## src/verilog/pfs_pkg.sv

```systemverilog
// Behaviour
// - Code 22 loads the program counter from the value field.
// - Code 23 pushes the program counter, then loads it from value.
// - The return stack holds at most eight entries.
// - A call with a full stack only advances the program counter.
// - Code 24 pops the newest entry; execution resumes after that call.
// - A return with an empty stack only advances the program counter.
// - Code 27 waits; type 0 to 4 selects the condition.
// - Type 0 stalls for the given number of ticks.
// - Type 1 stalls until the target position is reached.
// - Type 2 stalls until the home switch has triggered.
// - Type 3 stalls until either end switch has triggered.
// - Type 4 stalls until homing reports completion.
// - Types 1 to 4 take value as timeout; zero means none.
// - Value minus one takes the count from the accumulator.
// - An expired timeout sets a sticky timeout error flag.
// - The program counter holds at the wait address while waiting.
// - One tick lasts exactly ten milliseconds.
// - Conditional jump with condition 8 tests the timeout flag.
package pfs_pkg;

   // ------------------------------------------------------------
   // Timing
   // ------------------------------------------------------------
   localparam int unsigned CLK_HZ      = 10_000_000;
   localparam int unsigned TICK_MS     = 10;
   localparam int unsigned TICK_CYCLES = (CLK_HZ / 1000) * TICK_MS;

   // ------------------------------------------------------------
   // Instruction codes and fields
   // ------------------------------------------------------------
   localparam logic [7:0]  OP_JUMP_CONDITIONAL = 8'h15;
   localparam logic [7:0]  OP_JUMP_ALWAYS      = 8'h16;
   localparam logic [7:0]  OP_CALL_SUBROUTINE  = 8'h17;
   localparam logic [7:0]  OP_RETURN_SUBROUTINE = 8'h18;
   localparam logic [7:0]  OP_WAIT             = 8'h1b;
   localparam logic [7:0]  JC_COND_TIMEOUT     = 8'h08;
   localparam logic [7:0]  WT_TICKS            = 8'h00;
   localparam logic [7:0]  WT_POSITION         = 8'h01;
   localparam logic [7:0]  WT_HOME_SWITCH      = 8'h02;
   localparam logic [7:0]  WT_END_SWITCH       = 8'h03;
   localparam logic [7:0]  WT_HOMING_DONE      = 8'h04;
   localparam logic [7:0]  MOTOR_ONLY          = 8'h00;
   localparam logic [31:0] VALUE_FROM_ACC      = 32'hffffffff;
   localparam int unsigned INSTR_OP_LSB        = 0;
   localparam int unsigned INSTR_TYPE_LSB      = 8;
   localparam int unsigned INSTR_MOTOR_LSB     = 16;

   // ------------------------------------------------------------
   // Return stack
   // ------------------------------------------------------------
   localparam int unsigned STACK_DEPTH = 8;
   localparam logic [3:0]  STACK_FULL  = 4'h8;

   // ------------------------------------------------------------
   // Register map (byte addresses) and fields
   // ------------------------------------------------------------
   localparam logic [7:0]  ADDR_CTRL   = 8'h00;
   localparam logic [7:0]  ADDR_INSTR  = 8'h04;
   localparam logic [7:0]  ADDR_VALUE  = 8'h08;
   localparam logic [7:0]  ADDR_EXEC   = 8'h0c;
   localparam logic [7:0]  ADDR_ACCU   = 8'h10;
   localparam logic [7:0]  ADDR_PC     = 8'h14;
   localparam logic [7:0]  ADDR_STATUS = 8'h18;
   localparam int unsigned CTRL_START_BIT   = 0;
   localparam int unsigned CTRL_CLEAR_BIT   = 1;
   localparam int unsigned EXEC_GO_BIT      = 0;
   localparam int unsigned STAT_WAIT_BIT    = 0;
   localparam int unsigned STAT_TIMEOUT_BIT = 1;
   localparam int unsigned STAT_DEPTH_LSB   = 4;
   localparam int unsigned STAT_INPUTS_LSB  = 8;
   localparam logic [31:0] RST_WORD = 32'h00000000;

   // ------------------------------------------------------------
   // Sequencer state
   // ------------------------------------------------------------
   typedef enum logic {
      ST_IDLE = 1'b0,
      ST_WAIT = 1'b1
   } pfs_state_e;

endpackage

```

## src/verilog/pfs_sequencer.sv

```systemverilog
`timescale 1ns/1ps
`default_nettype none
module pfs_sequencer
   import pfs_pkg::*;
#(
   parameter int unsigned TICK_CYC = TICK_CYCLES
) (
   input  wire logic        clk_i,
   input  wire logic        rst_i,
   input  wire logic        wb_cyc_i,
   input  wire logic        wb_stb_i,
   input  wire logic        wb_we_i,
   input  wire logic [7:0]  wb_adr_i,
   input  wire logic [3:0]  wb_sel_i,
   input  wire logic [31:0] wb_dat_i,
   output var  logic [31:0] wb_dat_o,
   output var  logic        wb_ack_o,
   input  wire logic        pos_reached_i,
   input  wire logic        home_switch_i,
   input  wire logic        end_switch_left_i,
   input  wire logic        end_switch_right_i,
   input  wire logic        homing_done_i,
   output var  logic [31:0] program_counter_o,
   output var  logic        waiting_o,
   output var  logic        timeout_error_flag_o
);

   // ------------------------------------------------------------
   // Declarations
   // ------------------------------------------------------------
   logic [4:0]  sync1_q;
   logic [4:0]  sync2_q;
   logic        ack_q;
   logic [31:0] rdat_q;
   logic [31:0] instr_q;
   logic [31:0] value_q;
   logic [31:0] accu_q;
   logic [31:0] pc_q;
   logic [31:0] pc_d;
   logic [31:0] stack_q [STACK_DEPTH];
   logic [3:0]  depth_q;
   logic [3:0]  depth_d;
   logic        push;
   logic        flag_q;
   logic        flag_set;
   logic        flag_clr;
   pfs_state_e  state_q;
   pfs_state_e  state_d;
   logic [7:0]  wtype_q;
   logic        wmotor_ok_q;
   logic        timed_q;
   logic [31:0] remain_q;
   logic [31:0] remain_d;
   logic [31:0] pre_q;
   logic        tick;
   logic        wb_req;
   logic        wr;
   logic        start;
   logic        clear;
   logic        exec;
   logic [7:0]  op;
   logic [7:0]  typ;
   logic [7:0]  motor;
   logic [31:0] count;
   logic        cond;

   assign wb_req = wb_cyc_i & wb_stb_i & ~ack_q;
   assign wr     = wb_req & wb_we_i;
   assign start  = wr & (wb_adr_i == ADDR_CTRL) & wb_sel_i[0] & wb_dat_i[CTRL_START_BIT];
   assign clear  = wr & (wb_adr_i == ADDR_CTRL) & wb_sel_i[0] & wb_dat_i[CTRL_CLEAR_BIT];
   // A new instruction is refused while a wait is still running.
   assign exec   = wr & (wb_adr_i == ADDR_EXEC) & wb_sel_i[0] & wb_dat_i[EXEC_GO_BIT]
                   & (state_q == ST_IDLE) & ~start;
   assign op     = instr_q[INSTR_OP_LSB +: 8];
   assign typ    = instr_q[INSTR_TYPE_LSB +: 8];
   assign motor  = instr_q[INSTR_MOTOR_LSB +: 8];
   assign count  = (value_q == VALUE_FROM_ACC) ? accu_q : value_q;

   function automatic logic [31:0] merge(input logic [31:0] old_v,
                                         input logic [31:0] new_v,
                                         input logic [3:0]  sel);
      logic [31:0] res;
      res = old_v;
      for (int b = 0; b < 4; b++) begin
         if (sel[b]) begin
            res[8*b +: 8] = new_v[8*b +: 8];
         end
      end
      return res;
   endfunction

   // ------------------------------------------------------------
   // Motion core inputs pass two flip-flops first
   // ------------------------------------------------------------
   always_ff @(posedge clk_i) begin
      if (rst_i) begin
         sync1_q <= 5'h00;
         sync2_q <= 5'h00;
      end else begin
         sync1_q <= {homing_done_i, end_switch_right_i, end_switch_left_i,
                     home_switch_i, pos_reached_i};
         sync2_q <= sync1_q;
      end
   end

   // Only one motor exists; another motor number never meets its condition.
   always_comb begin
      cond = 1'b0;
      if (wmotor_ok_q) begin
         unique case (wtype_q)
            WT_POSITION:    cond = sync2_q[0];
            WT_HOME_SWITCH: cond = sync2_q[1];
            WT_END_SWITCH:  cond = sync2_q[2] | sync2_q[3];
            WT_HOMING_DONE: cond = sync2_q[4];
            default:        cond = 1'b0;
         endcase
      end
   end

   // ------------------------------------------------------------
   // Tick prescaler, restarted when a wait begins
   // ------------------------------------------------------------
   // ten millisecond tick
   always_ff @(posedge clk_i) begin
      if (rst_i || exec || pre_q == TICK_CYC - 1) begin
         pre_q <= RST_WORD;
      end else begin
         pre_q <= pre_q + 32'h1;
      end
   end
   assign tick = (pre_q == TICK_CYC - 1) & (state_q == ST_WAIT);

   // ------------------------------------------------------------
   // Instruction execution
   // ------------------------------------------------------------
   always_comb begin
      pc_d     = pc_q;
      depth_d  = depth_q;
      push     = 1'b0;
      state_d  = state_q;
      remain_d = remain_q;
      flag_set = 1'b0;
      flag_clr = 1'b0;
      if (exec) begin
         pc_d = pc_q + 32'h1;
         unique case (op)
            OP_JUMP_ALWAYS: pc_d = value_q;
            OP_JUMP_CONDITIONAL: begin
               if (typ == JC_COND_TIMEOUT && flag_q) begin
                  pc_d     = value_q;
                  flag_clr = 1'b1;
               end
            end
            OP_CALL_SUBROUTINE: begin
               if (depth_q != STACK_FULL) begin
                  push    = 1'b1;
                  depth_d = depth_q + 4'h1;
                  pc_d    = value_q;
               end
            end
            OP_RETURN_SUBROUTINE: begin
               if (depth_q != 4'h0) begin
                  depth_d = depth_q - 4'h1;
                  pc_d    = stack_q[3'(depth_q - 4'h1)] + 32'h1;
               end
            end
            OP_WAIT: begin
               if (typ <= WT_HOMING_DONE) begin
                  pc_d     = pc_q;
                  state_d  = ST_WAIT;
                  remain_d = count;
               end
            end
            default: ;
         endcase
      end else if (state_q == ST_WAIT) begin
         if (wtype_q == WT_TICKS) begin
            if (remain_q == RST_WORD) begin
               state_d = ST_IDLE;
               pc_d    = pc_q + 32'h1;
            end else if (tick) begin
               remain_d = remain_q - 32'h1;
            end
         end else if (cond) begin
            state_d = ST_IDLE;
            pc_d    = pc_q + 32'h1;
         end else if (tick && timed_q) begin
            if (remain_q == 32'h1) begin
               state_d  = ST_IDLE;
               pc_d     = pc_q + 32'h1;
               flag_set = 1'b1;
            end else begin
               remain_d = remain_q - 32'h1;
            end
         end
      end
   end

   always_ff @(posedge clk_i) begin
      if (rst_i || start) begin
         pc_q    <= RST_WORD;
         depth_q <= 4'h0;
         state_q <= ST_IDLE;
      end else begin
         pc_q    <= pc_d;
         depth_q <= depth_d;
         state_q <= state_d;
      end
   end

   always_ff @(posedge clk_i) begin
      if (push) begin
         stack_q[3'(depth_q)] <= pc_q;
      end
   end

   always_ff @(posedge clk_i) begin
      if (rst_i) begin
         remain_q    <= RST_WORD;
         wtype_q     <= WT_TICKS;
         timed_q     <= 1'b0;
         wmotor_ok_q <= 1'b0;
      end else begin
         remain_q <= remain_d;
         if (exec) begin
            wtype_q     <= typ;
            timed_q     <= (count != RST_WORD);
            wmotor_ok_q <= (motor == MOTOR_ONLY);
         end
      end
   end

   // Set wins over any clear arriving in the same cycle.
   // sticky timeout flag
   always_ff @(posedge clk_i) begin
      if (rst_i) begin
         flag_q <= 1'b0;
      end else if (flag_set) begin
         flag_q <= 1'b1;
      end else if (start || clear || flag_clr) begin
         flag_q <= 1'b0;
      end
   end

   // ------------------------------------------------------------
   // Wishbone slave
   // ------------------------------------------------------------
   always_ff @(posedge clk_i) begin
      if (rst_i) begin
         instr_q <= RST_WORD;
         value_q <= RST_WORD;
         accu_q  <= RST_WORD;
      end else if (wr) begin
         if (wb_adr_i == ADDR_INSTR) begin
            instr_q <= merge(instr_q, wb_dat_i, wb_sel_i);
         end
         if (wb_adr_i == ADDR_VALUE) begin
            value_q <= merge(value_q, wb_dat_i, wb_sel_i);
         end
         if (wb_adr_i == ADDR_ACCU) begin
            accu_q <= merge(accu_q, wb_dat_i, wb_sel_i);
         end
      end
   end

   // Every access is acknowledged once; unmapped reads return zero.
   always_ff @(posedge clk_i) begin
      if (rst_i) begin
         ack_q  <= 1'b0;
         rdat_q <= RST_WORD;
      end else begin
         ack_q <= wb_req;
         if (wb_req && !wb_we_i) begin
            unique case (wb_adr_i)
               ADDR_INSTR:  rdat_q <= instr_q;
               ADDR_VALUE:  rdat_q <= value_q;
               ADDR_ACCU:   rdat_q <= accu_q;
               ADDR_PC:     rdat_q <= pc_q;
               ADDR_STATUS: begin
                  rdat_q                       <= RST_WORD;
                  rdat_q[STAT_WAIT_BIT]        <= (state_q == ST_WAIT);
                  rdat_q[STAT_TIMEOUT_BIT]     <= flag_q;
                  rdat_q[STAT_DEPTH_LSB +: 4]  <= depth_q;
                  rdat_q[STAT_INPUTS_LSB +: 5] <= sync2_q;
               end
               default:     rdat_q <= RST_WORD;
            endcase
         end
      end
   end

   // ------------------------------------------------------------
   // Outputs straight from flip-flops
   // ------------------------------------------------------------
   assign wb_ack_o             = ack_q;
   assign wb_dat_o             = rdat_q;
   assign program_counter_o    = pc_q;
   assign waiting_o            = (state_q == ST_WAIT);
   assign timeout_error_flag_o = flag_q;

endmodule // pfs_sequencer
`default_nettype wire

```

## config.mk

```make
export PLATFORM = sky130hd
export DESIGN_NAME = pfs_sequencer
export DESIGN_NICKNAME = d
export VERILOG_FILES = /design/src/verilog/pfs_pkg.sv /design/src/verilog/pfs_sequencer.sv
export SDC_FILE = /design/constraint.sdc
export NUM_CORES = 1
export LEC_CHECK = 0
export ABC_AREA = 1
export BUFFER_PORTS_ARGS = -buffer_cell sky130_fd_sc_hd__clkbuf_2
export CAP_MARGIN = 20
export CORE_UTILIZATION = 40
export CTS_CLUSTER_SIZE = 10
export DETAILED_ROUTE_END_ITERATION = 6
export GPL_TIMING_DRIVEN = 0
export SLEW_MARGIN = 25
export SYNTH_ARGS = -nofsm -noshare
export SYNTH_HDL_FRONTEND = slang
export SYNTH_SLANG_ARGS = --single-unit
```

## constraint.sdc

```tcl
create_clock -name clk_i -period 11.2 [get_ports clk_i]
set_input_delay 1.68 -clock clk_i [delete_from_list [all_inputs] [get_ports clk_i]]
set_output_delay 1.68 -clock clk_i [all_outputs]
set_load 0.1 [all_outputs]
```

Word level (Yosys, flattened, before mapping)
Memory sizes are Yosys's and may differ from the RTL's.
Cells that the tools add are included.
{"block": "classes", "eq_ne": 30, "mul": 0, "bitwise": 17, "addsub": 6, "order_cmp": 1, "n_mux": 54, "shifts": 0, "n_div": 0, "reduce_logical": 37}
{"op": "32-bit 2-to-1 mux", "n": 22}
{"op": "32-bit case mux with 5 select lines", "n": 2}
{"op": "32-bit by 1-bit adder with 32-bit output (second input constant)", "n": 3}
{"op": "8-bit by 5-bit equality test with 1-bit output (second input constant)", "n": 8}
{"op": "3-bit AND reduction", "n": 12}
{"op": "32-bit by 1-bit equality test with 1-bit output (second input constant)", "n": 1}
{"op": "32-bit by 17-bit equality test with 1-bit output (second input constant)", "n": 1}
{"op": "32-bit equality test (second input constant)", "n": 1}
{"op": "32-bit zero test", "n": 1}
{"op": "32-bit nonzero test", "n": 1}
{"op": "32-bit by 1-bit subtractor with 32-bit output (second input constant)", "n": 1}
{"op": "1-bit 2-to-1 mux", "n": 26}
{"op": "8-bit by 4-bit equality test with 1-bit output (second input constant)", "n": 3}
{"op": "8-bit zero test", "n": 3}
{"op": "8-bit by 2-bit equality test with 1-bit output (second input constant)", "n": 2}
{"op": "8-bit by 3-bit equality test with 1-bit output (second input constant)", "n": 2}
{"op": "1-bit AND", "n": 13}
{"op": "3-bit inequality test (second input constant)", "n": 4}
{"op": "4-bit nonzero test", "n": 3}
{"op": "8-bit by 1-bit equality test with 1-bit output (second input constant)", "n": 1}
{"op": "8-bit by 3-bit <= comparator with 1-bit output (second input constant)", "n": 1}
{"op": "4-bit 2-to-1 mux", "n": 2}
{"op": "4-bit case mux with 2 select lines", "n": 1}
{"op": "8-bit AND reduction", "n": 1}
{"op": "17 further kinds", "n": 30}
{"block": "word_totals", "latch_bits": 0, "out_inout_bits": 67, "ramBits": 256, "ff_bits": 251, "input_bits": 54, "romBits": 0, "memories": 1}
{"memory": "stack_q", "depth": 8, "width": 32, "read_ports": 1, "rd_clocked_by_memory_dff": 0, "write_ports": 1, "line": "pfs_sequencer.sv:40", "text": "logic [31:0] stack_q [STACK_DEPTH];"}

Logic depth before layout (Yosys ltp)
{"block": "logic_depth", "word_depth": 12, "mapped_depth": 27}

Worst setup path after synthesis
Ideal clock, no wire load.
{"block": "synth_path", "kind": "input -> register", "start": "in wb_cyc_i", "end": "mem stack_q[2][0] (enable)", "path_stages": 11, "setup_slack_ps": 5715, "required_time_ps": 10739, "arrival_time_ps": 5024, "cell_sequence": "nand2_1 > nor2_1 > nand2_1 > inv_1 > nand2_1 > nor2_4 > nand2_2 > buf_1 > nor2_1 > nand2_1 > nor3_1"}
{"block": "synth_between", "elab_chain_len": 11, "elab_cells_between_ends": 15, "cone_classes": "mux (3); bitwise (12)"}
{"element": "from (decl)", "line": "pfs_sequencer.sv:10", "text": "input wire logic wb_cyc_i,"}
{"element": "1-bit AND (*) (2 in a row)", "line": "pfs_sequencer.sv:67", "text": "assign wb_req = wb_cyc_i & wb_stb_i & ~ack_q;"}
{"element": "1-bit AND (*)", "line": "pfs_sequencer.sv:68", "text": "assign wr = wb_req & wb_we_i;"}
{"element": "1-bit AND, on equally long branches (3 in a row)", "line": "pfs_sequencer.sv:72, pfs_sequencer.sv:69"}
{"element": "1-bit AND or 1-bit inverter (tied branches)", "line": "pfs_sequencer.sv:73", "text": "& (state_q == ST_IDLE) & ~start;"}
{"element": "1-bit AND (*)", "line": "pfs_sequencer.sv:73"}
{"element": "1-bit 2-to-1 mux (*)", "line": "pfs_sequencer.sv:144", "text": "if (exec) begin"}
{"element": "1-bit 2-to-1 mux (*)", "line": "pfs_sequencer.sv:212", "text": "if (push) begin"}
{"element": "1-bit 2-to-1 mux (not written as such) (*)", "line": "pfs_sequencer.sv:213", "text": "stack_q[3'(depth_q)] <= pc_q;"}
{"element": "to (decl)", "line": "pfs_sequencer.sv:40"}
Mark *: on every way between the ends. The rest lies on a longest branch, timed or not.

Final worst setup path
{"block": "layout_path", "start": "in wb_cyc_i", "end": "mem stack_q[4][28] (enable)"}
The elaborated chain is that of the path after synthesis.

==> out/metrics.cfg <==
[setup_path]
crit_path_start_kind = primary input
crit_arrival_ps = 5130
crit_fanout = 10
r2r_setup_slack_ps = 6780
r2r-start = depth_q[0]
end_kind = register
critical_path_class = primary input to register
r2r-end = program_counter_o[24]
cp_data_required_time_ps = 11530
rr_worst_depth = 26

[drt]
via_per_inst = 5.305
wirelength_um = 88490
drtPass1Iterations = 6
wire_per_inst_um = 20.47
vias = 22930
drtIter0Drc = 2175
drc_errors = 0
drtAntennaViolNets = 0

[floorplan]
coreArea_um2 = 62170
die_width_um = 253.6
fp.dieArea_um2 = 64310
start_util_pct = 40.73
pin_count = 121
row_count = 91
die_y_um = 253.6

[clock_tree]
clkSinkCount = 507
cts_buffer_depth = 3
clk_pin_slew_worst_paths_ps = 60
cts-root-buf = clkbuf_16
cts_resized = 0
cts_buffers = 60
post-cts-setup-buffer-count = 0
cts.htree.levels = 2
cts-hold-fix-buffers = 0
cts_tree = done
clock_latency_ps = 640

[run_status]
status = finished, final reports clean

[grt]
grt_max_degree = 19
grt_overflow = 0
grt_pass1_vias = 21600
grt_util_all_layers_pct = 27.50
antenna_found_initial = 0
grt_pass1_wl_um = 132800

[min_path]
hp-class = register to register
min-delay-start = sync1_q[4]
hold_path_end = sync2_q[4]
hold_path_depth = 2

[logic_synthesis]
yosys_warnings = 0
yosysUniqueCellTypes = 61
async_reset_ff_share_pct = 0
synth_edf_count = 256
synth_compound_area_share_pct = 13.18
syn_nets = 3300
synth_fa_ha_area_share_pct = 0.3953
ys.flop_type = edfxtp_1
synth_mux_area_share_pct = 0.08400
synth_top_family_by_area = simple AND/OR/NAND/NOR gates
ys_seq_elements = 507
synth-simple-area-share_pct = 26.56
synth_xor_area_share_pct = 1.799
synthesis.area_um2 = 25320
synth_area_per_cell_um2 = 7.820
ys_seq_area_share_pct = 50.21
synthesis.instances = 3238

[timing]
fin_skew_ps = 19.28
worst_pin_slew_ps = 908.3
drv_slew = 0
finalHoldViolations = 0
fin_crit_ps = 4808
slew_headroom_pct = 39.45
setup_viol = 0
setup-tns-final_ps = 0
rsz0062_at_grt = false
final_min_period_over_clock_period_pct = 42.93
clock.fmax_mhz = 208.0

[cells_and_area]
finalNetCount = 3513
ff_latch_area_um2 = 12710
fin_cells = 4322
drive_gt1_share_pct = 11.10
n_fill_cell = 6215
diodes = 0
mostFrequentLayoutCells = 768 x nand2_1, 456 x nor2_1, 327 x o21ai_0
multi_input_area_um2 = 10680
layout_commonest_cell = nand2_1
area_growth_pct = 14.97

[placement]
routabilityCongestion = 0.9836
portBuffers = 119
dp.cells = 4226
dp_hpwl_um = 66480

[power]
leakagePower_nw = 11.51
p_per_area_nw_per_um2 = 132.9
irDropWorstVdd_mv = 0.1247

[run]
maxCapViolCount = 0

-- layout make-up --
cell class	count	share of cell area (%)
Sequential cell	507	43.67
Multi-Input combinational cell	2269	36.70
Clock buffer	88	5.833
Inverter	326	4.238
Tap cell	837	3.598
Timing Repair Buffer	151	3.103
Buffer	136	2.532
Clock inverter	8	0.3310
-- critical path, stage by stage --
cell,delay [ps]
clkbuf_2,80
nand2_1,40
nor2_1,110
nand2_1,160
inv_1,230
nand2_1,160
nor2_4,180
nand2_2,170
buf_1,450
nor2_1,280
nand2_1,200
nor3_2,470
buf_4,270
buf_4,200
buf_4,220
buf_4,210
-- cells in the mapped netlist (16+ instances only) --
cell / instances / share of area (%)
a31oi_1: 20 / 0.49
nand2_1: 768 / 11
nand3_1: 149 / 2.9
edfxtp_1: 256 / 30
buf_6: 16 / 0.71
xor2_1: 42 / 1.5
nor2_2: 17 / 0.42
o21ai_1: 33 / 0.65
a21oi_1: 192 / 3.8
dfxtp_1: 251 / 20
nor3_1: 63 / 1.2
nor2_1: 458 / 6.8
inv_1: 308 / 4.6
nand4_1: 51 / 1.3
buf_2: 40 / 0.79
o21ai_0: 327 / 6.5
clkbuf_1: 63 / 0.93
-- cells by family (layout without fill, tap and decap cells) --
family | count (synthesis) | after routing
simple gates | 1580 | 1580
xor+xnor | 52 | 52
compound gates | 627 | 627
buf+inv | 462 | 709
flops | 507 | 507
fa+ha+maj | 8 | 8
mux | 2 | 2
-- per-layer routing --
metal	wire length [µm]	track usage [%]	vias to the layer above
li1	-	-	11180
met1	37380	35.57	10690
met2	41460	46.08	874
met3	5694	3.247	191
met4	3963	12.26	0
met5	0	0	-
-- where the power goes --
group          switching, W   total, W  internal [W]
logic             0.0000616  0.0000796     0.0000180
registers        0.00000347    0.00194       0.00194
clock network      0.000772    0.00185       0.00108
total              0.000837    0.00387       0.00303
-- through the flow --
stage	hold WS [ps]	area (µm²)	util [%]	power, W	setup WS, ps
3_3_place_gp	390.8	26960	43.37	0.002057	2184
6_report	399.4	29110	46.83	0.003867	6392
2_1_floorplan	388.3	25320	-	0.002019	5715
3_5_place_dp	392.8	27320	43.94	0.002057	5764
5_1_grt	413.2	29110	46.83	0.003960	6180
4_1_cts	401.2	29110	46.83	0.003889	6421
-- how the worst max path moves through the flow --
stage | startpoint | to | cells past startpoint
floorplan | wb_cyc_i | stack_q[2][0] | 11
global placement | wb_cyc_i | stack_q[5][31] | 12
detailed placement | wb_cyc_i | stack_q[4][31] | 16
CTS | wb_cyc_i | stack_q[4][28] | 16
global route | wb_cyc_i | stack_q[4][28] | 16
finish | wb_cyc_i | stack_q[4][28] | 16
-- state kept, by name, summed over array words and instances, names as in the netlist --
| register | count |
|---|---|
| accu_q | 32 |
| depth_q | 4 |
| instr_q | 32 |
| pre_q | 32 |
| program_counter_o | 32 |
| remain_q | 32 |
| stack_q | 256 |
| sync1_q | 5 |
| sync2_q | 5 |
| timed_q | 1 |
| timeout_error_flag_o | 1 |
| value_q | 32 |
| waiting_o | 1 |
| wb_ack_o | 1 |
| wb_dat_o | 32 |
| wmotor_ok_q | 1 |
| wtype_q | 8 |
Note: power is estimated with default switching activity, not from simulation.
